[src/common/mswd_pkg.sv]
// Constants and types shared by the millisecond watchdog design
package mswd_pkg;
  // ==========================================================
  // Register indices (byte address is four times the index)
  localparam logic [7:0]  IDX_TIMEOUT   = 8'hD6;
  localparam logic [7:0]  IDX_KILL      = 8'hD7;
  localparam logic [7:0]  IDX_FREQ      = 8'hD8;
  localparam logic [7:0]  IDX_STATUS    = 8'hD9;
  localparam logic [7:0]  IDX_NONE      = 8'hFF;
  localparam int          IDX_LSB       = 2;
  localparam int          IDX_MSB       = 9;
  localparam int          ADDR_HI_LSB   = 10;
  // ==========================================================
  // Field layout and reset values
  localparam int          CNT_LSB       = 16;
  localparam int          CNT_MSB       = 31;
  localparam int          TO_MSB        = 15;
  localparam logic [15:0] TIMEOUT_RST   = 16'h03E8;
  localparam logic [15:0] COUNT_LAST    = 16'h0001;
  localparam logic [15:0] COUNT_RST     = 16'h0000;
  localparam logic [31:0] KILL_MAGIC    = 32'h0D15_AB1E;
  localparam logic [31:0] KILL_ENABLE   = 32'h0000_0000;
  localparam logic [6:0]  FREQ_RST      = 7'h19;
  localparam logic [6:0]  FREQ_MIN      = 7'h05;
  localparam logic [6:0]  FREQ_MAX      = 7'h64;
  localparam int          ST_NACK       = 0;
  localparam int          ST_EN         = 1;
  // ==========================================================
  // Tick timing: one tick per millisecond
  localparam int          TICK_MS       = 1;
  localparam int          US_PER_MS     = 1000;
  localparam logic [9:0]  US_PER_TICK   = 10'(TICK_MS * US_PER_MS);
  // ==========================================================
  // Watchdog states, Gray along off -> run -> fire
  typedef enum logic [1:0] {
    WD_OFF  = 2'b00,
    WD_RUN  = 2'b01,
    WD_FIRE = 2'b11
  } mswd_state_t;
endpackage

[src/common/mswd_tick_if.sv]
// Tick carrier between the watchdog core and its tick divider
`timescale 1ns/1ps
interface mswd_tick_if;
  logic [6:0] freqMhz;
  logic       tick;
  modport gen  (input freqMhz, output tick);
  modport user (output freqMhz, input tick);
endinterface

[src/hdl/mswd_top.sv]
// Millisecond watchdog with AHB-Lite register slave
// Overview of operation
// Count decrements once per one-millisecond tick
// Timeouts span one to 65535 ticks, a full 16-bit field
// Count advances only in the run power state, else held
// Software writes timeout with its inverse in the upper half
// Timeout write with wrong inverse is refused and flagged
// Every accepted timeout write while enabled restarts the countdown
// Expiry while enabled pulses the processor tile reset
// Upper half of control register reads the live count
// Lower half holds the timeout, reset value one thousand
// Writing zero to kill switch enables and starts counting
// Magic value stops and resets the watchdog; reset is magic
// Expiry also pulses the system reset request
// Tick derives from oscillator using programmed MHz setting
// Other kill switch values leave enable state unchanged
`timescale 1ns/1ps
module mswd_top (
  // Clock and reset
  input  wire logic        clk,
  input  wire logic        rst,
  // AHB-Lite slave
  input  wire logic        hsel,
  input  wire logic [31:0] haddr,
  input  wire logic [1:0]  htrans,
  input  wire logic        hwrite,
  input  wire logic [2:0]  hsize,
  input  wire logic [31:0] hwdata,
  input  wire logic        hready,
  output logic      [31:0] hrdata,
  output logic             hreadyout,
  output logic             hresp,
  // Chip power state and reset requests
  input  wire logic        runPowerState,
  output logic             tileResetPulse,
  output logic             systemResetPulse
);
  // ==========================================================
  // Declarations
  mswd_pkg::mswd_state_t stateReg, stateNext;
  logic [15:0] timeoutReg, timeoutNext;
  logic [15:0] countReg, countNext;
  logic [31:0] killReg, killNext;
  logic [6:0]  freqReg, freqNext;
  logic        nackReg, nackNext;
  logic        tileReg, tileNext;
  logic        sysReg, sysNext;
  logic        wrPendReg, wrPendNext;
  logic        rdPendReg, rdPendNext;
  logic [7:0]  idxReg, idxNext;
  logic [31:0] rdataReg, rdataNext;
  logic        readyReg, readyNext;
  logic        take;
  logic        wTimeout;
  logic        wKill;
  logic        wFreq;
  logic        toValid;
  logic        tickRun;
  logic        expire;

  mswd_tick_if tickIf ();

  mswd_tick_gen u_tick (
    .clk    (clk),
    .rst    (rst),
    .tickIf (tickIf.gen)
  );

  assign tickIf.freqMhz = freqReg;

  // ==========================================================
  // Bus address and data phase tracking
  assign take = hsel & htrans[1] & hready;

  always_comb begin
    wrPendNext = take & hwrite;
    rdPendNext = take & ~hwrite;
    idxNext    = idxReg;
    readyNext  = 1'b1;
    rdataNext  = rdataReg;
    if (take) begin
      if (haddr[31:mswd_pkg::ADDR_HI_LSB] == '0) begin
        idxNext = haddr[mswd_pkg::IDX_MSB:mswd_pkg::IDX_LSB];
      end else begin
        idxNext = mswd_pkg::IDX_NONE;
      end
      readyNext = hwrite;
    end
    if (rdPendReg) begin
      case (idxReg)
        mswd_pkg::IDX_TIMEOUT: rdataNext = {countReg, timeoutReg};
        mswd_pkg::IDX_KILL:    rdataNext = killReg;
        mswd_pkg::IDX_FREQ:    rdataNext = 32'(freqReg);
        mswd_pkg::IDX_STATUS: begin
          rdataNext = '0;
          rdataNext[mswd_pkg::ST_NACK] = nackReg;
          rdataNext[mswd_pkg::ST_EN] = (stateReg != mswd_pkg::WD_OFF);
        end
        default: rdataNext = '0;
      endcase
    end
  end

  always_ff @(posedge clk or posedge rst) begin
    if (rst) begin
      wrPendReg <= 1'b0;
      rdPendReg <= 1'b0;
      idxReg    <= mswd_pkg::IDX_NONE;
      readyReg  <= 1'b1;
      rdataReg  <= '0;
    end else begin
      wrPendReg <= wrPendNext;
      rdPendReg <= rdPendNext;
      idxReg    <= idxNext;
      readyReg  <= readyNext;
      rdataReg  <= rdataNext;
    end
  end

  assign hrdata    = rdataReg;
  assign hreadyout = readyReg;
  assign hresp     = 1'b0;

  // ==========================================================
  // Write decode, data phase
  assign wTimeout = wrPendReg & (idxReg == mswd_pkg::IDX_TIMEOUT);
  assign wKill    = wrPendReg & (idxReg == mswd_pkg::IDX_KILL);
  assign wFreq    = wrPendReg & (idxReg == mswd_pkg::IDX_FREQ);
  assign toValid  = (hwdata[mswd_pkg::CNT_MSB:mswd_pkg::CNT_LSB]
                     == ~hwdata[mswd_pkg::TO_MSB:0]);
  assign tickRun  = tickIf.tick & runPowerState;
  assign expire   = (stateReg == mswd_pkg::WD_RUN) & tickRun
                    & (countReg <= mswd_pkg::COUNT_LAST);

  // ==========================================================
  // Watchdog state and counter
  always_comb begin
    stateNext   = stateReg;
    timeoutNext = timeoutReg;
    countNext   = countReg;
    killNext    = killReg;
    freqNext    = freqReg;
    nackNext    = nackReg;
    tileNext    = 1'b0;
    sysNext     = 1'b0;
    case (stateReg)
      mswd_pkg::WD_OFF: begin
        countNext = mswd_pkg::COUNT_RST;
      end
      mswd_pkg::WD_RUN: begin
        if (expire) begin
          stateNext = mswd_pkg::WD_FIRE;
          countNext = timeoutReg;
          tileNext  = 1'b1;
          sysNext   = 1'b1;
        end else if (tickRun) begin
          countNext = 16'(countReg - 16'h0001);
        end
      end
      mswd_pkg::WD_FIRE: begin
        stateNext = mswd_pkg::WD_RUN;
      end
      default: begin
        stateNext = mswd_pkg::WD_OFF;
      end
    endcase
    if (wTimeout) begin
      if (toValid) begin
        timeoutNext = hwdata[mswd_pkg::TO_MSB:0];
        if (stateReg != mswd_pkg::WD_OFF) begin
          countNext = hwdata[mswd_pkg::TO_MSB:0];
        end
        nackNext    = 1'b0;
      end else begin
        nackNext    = 1'b1;
      end
    end
    if (wKill) begin
      killNext = hwdata;
      nackNext = 1'b0;
      if (hwdata == mswd_pkg::KILL_MAGIC) begin
        stateNext = mswd_pkg::WD_OFF;
        countNext = mswd_pkg::COUNT_RST;
      end else if (hwdata == mswd_pkg::KILL_ENABLE
                   && stateReg == mswd_pkg::WD_OFF) begin
        stateNext = mswd_pkg::WD_RUN;
        countNext = timeoutReg;
      end
    end
    if (wFreq) begin
      if (hwdata >= 32'(mswd_pkg::FREQ_MIN)
          && hwdata <= 32'(mswd_pkg::FREQ_MAX)) begin
        freqNext = hwdata[6:0];
        nackNext = 1'b0;
      end else begin
        nackNext = 1'b1;
      end
    end
  end

  always_ff @(posedge clk or posedge rst) begin
    if (rst) begin
      stateReg   <= mswd_pkg::WD_OFF;
      timeoutReg <= mswd_pkg::TIMEOUT_RST;
      countReg   <= mswd_pkg::COUNT_RST;
      killReg    <= mswd_pkg::KILL_MAGIC;
      freqReg    <= mswd_pkg::FREQ_RST;
      nackReg    <= 1'b0;
      tileReg    <= 1'b0;
      sysReg     <= 1'b0;
    end else begin
      stateReg   <= stateNext;
      timeoutReg <= timeoutNext;
      countReg   <= countNext;
      killReg    <= killNext;
      freqReg    <= freqNext;
      nackReg    <= nackNext;
      tileReg    <= tileNext;
      sysReg     <= sysNext;
    end
  end

  assign tileResetPulse   = tileReg;
  assign systemResetPulse = sysReg;
endmodule // mswd_top

[src/hdl/mswd_tick_gen.sv]
// Divider making the one-millisecond tick from the oscillator
`timescale 1ns/1ps
module mswd_tick_gen (
  // Clock and reset
  input wire logic   clk,
  input wire logic   rst,
  // Tick carrier
  mswd_tick_if.gen   tickIf
);
  logic [6:0] usCntReg, usCntNext;
  logic [9:0] msCntReg, msCntNext;
  logic       tickReg, tickNext;
  logic       usWrap;

  // ==========================================================
  // Microsecond then millisecond division
  always_comb begin
    usWrap    = (usCntReg >= 7'(tickIf.freqMhz - 7'h01));
    usCntNext = usWrap ? 7'h00 : 7'(usCntReg + 7'h01);
    msCntNext = msCntReg;
    tickNext  = 1'b0;
    if (usWrap) begin
      if (msCntReg >= 10'(mswd_pkg::US_PER_TICK - 10'h001)) begin
        msCntNext = 10'h000;
        tickNext  = 1'b1;
      end else begin
        msCntNext = 10'(msCntReg + 10'h001);
      end
    end
  end

  always_ff @(posedge clk or posedge rst) begin
    if (rst) begin
      usCntReg <= 7'h00;
      msCntReg <= 10'h000;
      tickReg  <= 1'b0;
    end else begin
      usCntReg <= usCntNext;
      msCntReg <= msCntNext;
      tickReg  <= tickNext;
    end
  end

  assign tickIf.tick = tickReg;
endmodule // mswd_tick_gen

[config.mk]
export PLATFORM = sky130hd
export DESIGN_NAME = mswd_top
export DESIGN_NICKNAME = d
export VERILOG_FILES = /design/src/common/mswd_pkg.sv /design/src/common/mswd_tick_if.sv /design/src/hdl/mswd_top.sv /design/src/hdl/mswd_tick_gen.sv
export SDC_FILE = /design/constraint.sdc
export NUM_CORES = 1
export LEC_CHECK = 0
export ABC_CLOCK_PERIOD_IN_PS = 4700
export BUFFER_PORTS_ARGS = -buffer_cell sky130_fd_sc_hd__buf_2
export CORE_UTILIZATION = 50
export DETAILED_ROUTE_END_ITERATION = 8
export PLACE_DENSITY = 0.76
export SLEW_MARGIN = 10
export SYNTH_ARGS = -nofsm -noshare
export SYNTH_HDL_FRONTEND = slang
export SYNTH_HIERARCHICAL = 1
export SYNTH_SLANG_ARGS = --single-unit
[constraint.sdc]
create_clock -name clk -period 4.7 [get_ports clk]
set_input_delay 1.41 -clock clk [delete_from_list [all_inputs] [get_ports clk]]
set_output_delay 1.41 -clock clk [all_outputs]
set_load 0.01 [all_outputs]
==> reports/summary.json <==
{
  "run_status": {
    "status": "finished clean"
  },
  "power_and_ir_drop": {
    "power.share.switching": 0.224,
    "vdd.ir_drop.worst_mv": 0.286,
    "power.density_cell_area_mw_per_mm2": 306,
    "post-layout-total-power_mw": 2.59,
    "total_switching_power_mw": 0.581,
    "pwr-share-seq": 0.458,
    "power.combinational.fraction": 0.042,
    "power.leakage_nw": 3.77,
    "proportion_of_power_drawn_by_the_clock_network": 0.500,
    "internal_power_mw": 2.01
  },
  "synth": {
    "number_of_enable_type_register_cells_in_the_synthesized_netlist": 0,
    "synthesis.instances": 772,
    "ys_warn_count": 6,
    "ys_async_sr_fraction": 1.00,
    "netlist_area_mm2": 0.00727,
    "post_synth_num_cell_types": 73,
    "ys_ff_latch": 136,
    "net_count_after_synthesis": 859,
    "synth_area_per_cell_um2": 9.41,
    "synth_top_flop_cell": "sky130_fd_sc_hd__dfrtp_1",
    "seq_area_frac_synth": 0.474
  },
  "timing": {
    "timing.final.crit_period_ps": 3370,
    "finalSetupViolCount": 0,
    "rsz0062_at_grt": "false",
    "setup_slack_ps": 1330,
    "tightest_slew_ps": 1140,
    "finalMaxSlewViolations": 0,
    "final_period_utilization": 0.717,
    "final.setup.tns_ps": 0,
    "hold_violations": 0,
    "slew-limit-headroom": 0.239,
    "max_freq_ghz": 0.297,
    "timing.clock.skew_ps": 6.96
  },
  "clock_tree": {
    "insertion_delay_ps": 420,
    "post_cts.resized_instances": 0,
    "cts_setup_buffers": 0,
    "cts_hold_repair.buffers": 0,
    "clock-sinks": 136,
    "cts_tree": "done",
    "cts.reportedPaths.clkPinSlew_ps": 60,
    "clockBufferDepth": 2,
    "cts_root_buffer": "sky130_fd_sc_hd__clkbuf_16",
    "cts_max_level": 4,
    "cts_made_buffers": 17
  },
  "drt": {
    "routed-via-count": 6293,
    "firstDrtPassIters": 8,
    "routedWlPerCell_um": 18.3,
    "drt.antenna.violating_nets": 0,
    "initialDrtViolationCount": 643,
    "viasPerCell": 6.00,
    "totalWireLength_mm": 19.2,
    "drc": 0
  },
  "setup_path": {
    "cp-end-kind": "flip-flop",
    "critPathArrivalTime_ps": 3670,
    "timing.setup.critical_path_class": "input port to flip-flop",
    "critical_path_required_ps": 5000,
    "crit_path_max_fanout": 17,
    "critical_path.startpoint_type": "input port"
  },
  "final_layout": {
    "footprint_of_the_multi_input_gates_mm2": 0.00342,
    "fin_nets": 942,
    "post_layout_nonfiller_instances": 1048,
    "total_area_of_sequential_cells_mm2": 0.00344,
    "nFillCells": 1226,
    "fraction_of_final_layout_cells_sized_beyond_drive_strength_1": 0.259,
    "area_growth_syn_to_layout_pct": 16.5,
    "num_antenna_cells": 0
  },
  "hold_path": {
    "type_of_the_tightest_min_delay_check": "flip-flop to flip-flop"
  },
  "global_route": {
    "maximum_number_of_pins_on_one_net_before_global_route_repair": 70,
    "antenna_found_initial": 0,
    "grt_first_pass_wirelength_mm": 31.3,
    "grtUsageTotal": 0.275,
    "first_global_vias": 6156,
    "grt-ovfl-total": 0
  },
  "die": {
    "placementRows": 43,
    "floorplan.initialDensity": 0.518,
    "area_enclosed_by_the_die_boundary_mm2": 0.0150,
    "fp.coreArea_mm2": 0.0140,
    "chip_width_um": 123,
    "ios": 111,
    "die_h_um": 123
  },
  "place": {
    "port_buffers": 103,
    "place.detailed.instances": 1016,
    "post-place-ws_ps": 921,
    "routabilityCongestion": 0.911,
    "dp_hpwl_mm": 13.5
  },
  "flow_run": {
    "maxCapViolations": 0
  }
}
cell usage after synthesis (19+ instances only):
cell | n | area, um^2
sky130_fd_sc_hd__nand2_1 | 137 | 514
sky130_fd_sc_hd__mux2_2 | 21 | 236
sky130_fd_sc_hd__clkbuf_1 | 42 | 158
sky130_fd_sc_hd__o22ai_1 | 34 | 213
sky130_fd_sc_hd__inv_1 | 50 | 188
sky130_fd_sc_hd__dfstp_2 | 33 | 867
sky130_fd_sc_hd__nor4_1 | 20 | 125
sky130_fd_sc_hd__a22oi_1 | 26 | 195
sky130_fd_sc_hd__dfrtp_1 | 103 | 2580
sky130_fd_sc_hd__o21ai_0 | 19 | 95.1
sky130_fd_sc_hd__nor2_1 | 37 | 139
final timing paths:
kind | startpoint | endpoint | slack, ps | depth (start not counted)
worst min register to register | killReg[26]$_DFFE_PP1P_ | killReg[26]$_DFFE_PP1P_ | 460 | 2
worst max register to register | countReg[3]$_DFF_PP0_ | countReg[4]$_DFF_PP0_ | 1460 | 6
min in group asynchronous | rst | u_tick/usCntReg[0]$_DFF_PP0_ | 1120 | 2
worst min-delay path | killReg[26]$_DFFE_PP1P_ | killReg[26]$_DFFE_PP1P_ | 460 | 2
worst max-delay path | runPowerState | countReg[4]$_DFF_PP0_ | 1330 | 7
max in group asynchronous | rst | killReg[27]$_DFFE_PP1P_ | 2690 | 3
layer usage:
metal,GRT usage,vias up,routed length (um)
met5,0,-,0
met4,0.107,0,341
met3,0.0762,35,1510
met2,0.419,276,9060
met1,0.371,3035,8280
li1,-,2947,-
through the flow:
step | hold WS (ps) | area, um^2 | util
finish | 458 | 8470 | 0.603
global route | 469 | 8470 | 0.603
CTS | 458 | 8470 | 0.603
detailed placement | 449 | 7900 | 0.562
global placement | 446 | 7900 | 0.562
floorplan | 439 | 7270 | -
layout make-up:
cell class / instances / area share
flip-flops and latches: 136 / 0.407
multi-input cells: 535 / 0.404
repair buffers: 115 / 0.0730
clock buffers: 20 / 0.0527
well taps: 180 / 0.0266
inverters: 50 / 0.0225
clock inverters: 12 / 0.0149
cells in the final DEF (no fill, tap or decap), types with 18 or more instances in the layout:
| cell | netlist | final |
|---|---|---|
| sky130_fd_sc_hd__buf_2 | 3 | 103 |
| sky130_fd_sc_hd__o21ai_0 | 19 | 19 |
| sky130_fd_sc_hd__dfstp_2 | 33 | 33 |
| sky130_fd_sc_hd__nand2_1 | 137 | 137 |
| sky130_fd_sc_hd__nor4_1 | 20 | 19 |
| sky130_fd_sc_hd__dfrtp_1 | 103 | 103 |
| sky130_fd_sc_hd__xor2_1 | 18 | 18 |
| sky130_fd_sc_hd__a22oi_1 | 26 | 26 |
| sky130_fd_sc_hd__o22ai_1 | 34 | 34 |
| sky130_fd_sc_hd__nor2_1 | 37 | 35 |
| sky130_fd_sc_hd__mux2_2 | 21 | 21 |
| sky130_fd_sc_hd__inv_1 | 50 | 49 |
critical path: stages:
cell and delay, ps:
sky130_fd_sc_hd__buf_2 100, sky130_fd_sc_hd__nand3b_1 120, sky130_fd_sc_hd__or4b_4 610, sky130_fd_sc_hd__or2_1 530, sky130_fd_sc_hd__mux2_4 400, sky130_fd_sc_hd__a221o_1 320, sky130_fd_sc_hd__a22o_1 180
power by group through the flow:
stage,clock network [mW],logic (mW),registers [mW]
floorplan,0,0.0497,1.20
global placement,0,0.109,1.21
detailed placement,0,0.110,1.21
CTS,1.31,0.110,1.19
global route,1.37,0.121,1.19
finish,1.30,0.110,1.19
kinds of logic (layout without fill, tap and decap cells):
| family | count (synthesis) | count (layout) | share of synthesized area |
|---|---|---|---|
| DFF | 136 | 136 | 0.474 |
| other | 1 | 1 | 0.000516 |
| adders and majority gates | 12 | 12 | 0.0207 |
| xor gates and xnor gates | 35 | 35 | 0.0422 |
| AOI/OAI and AO/OA | 173 | 173 | 0.173 |
| buffers and inverters | 101 | 197 | 0.0578 |
| muxes | 24 | 24 | 0.0380 |
| and+or+nand+nor | 290 | 290 | 0.194 |
state kept, by name, indices dropped and copies added, names as in the netlist:
register / count
rdPendReg: 1
countReg: 16
hreadyout: 1
killReg: 32
wrPendReg: 1
u_tick/tickIf.tick: 1
freqReg: 7
stateReg: 2
nackReg: 1
timeoutReg: 16
u_tick/msCntReg: 10
u_tick/usCntReg: 7
idxReg: 8
systemResetPulse: 1
hrdata: 32
Note: power is estimated with default switching activity, not from simulation.
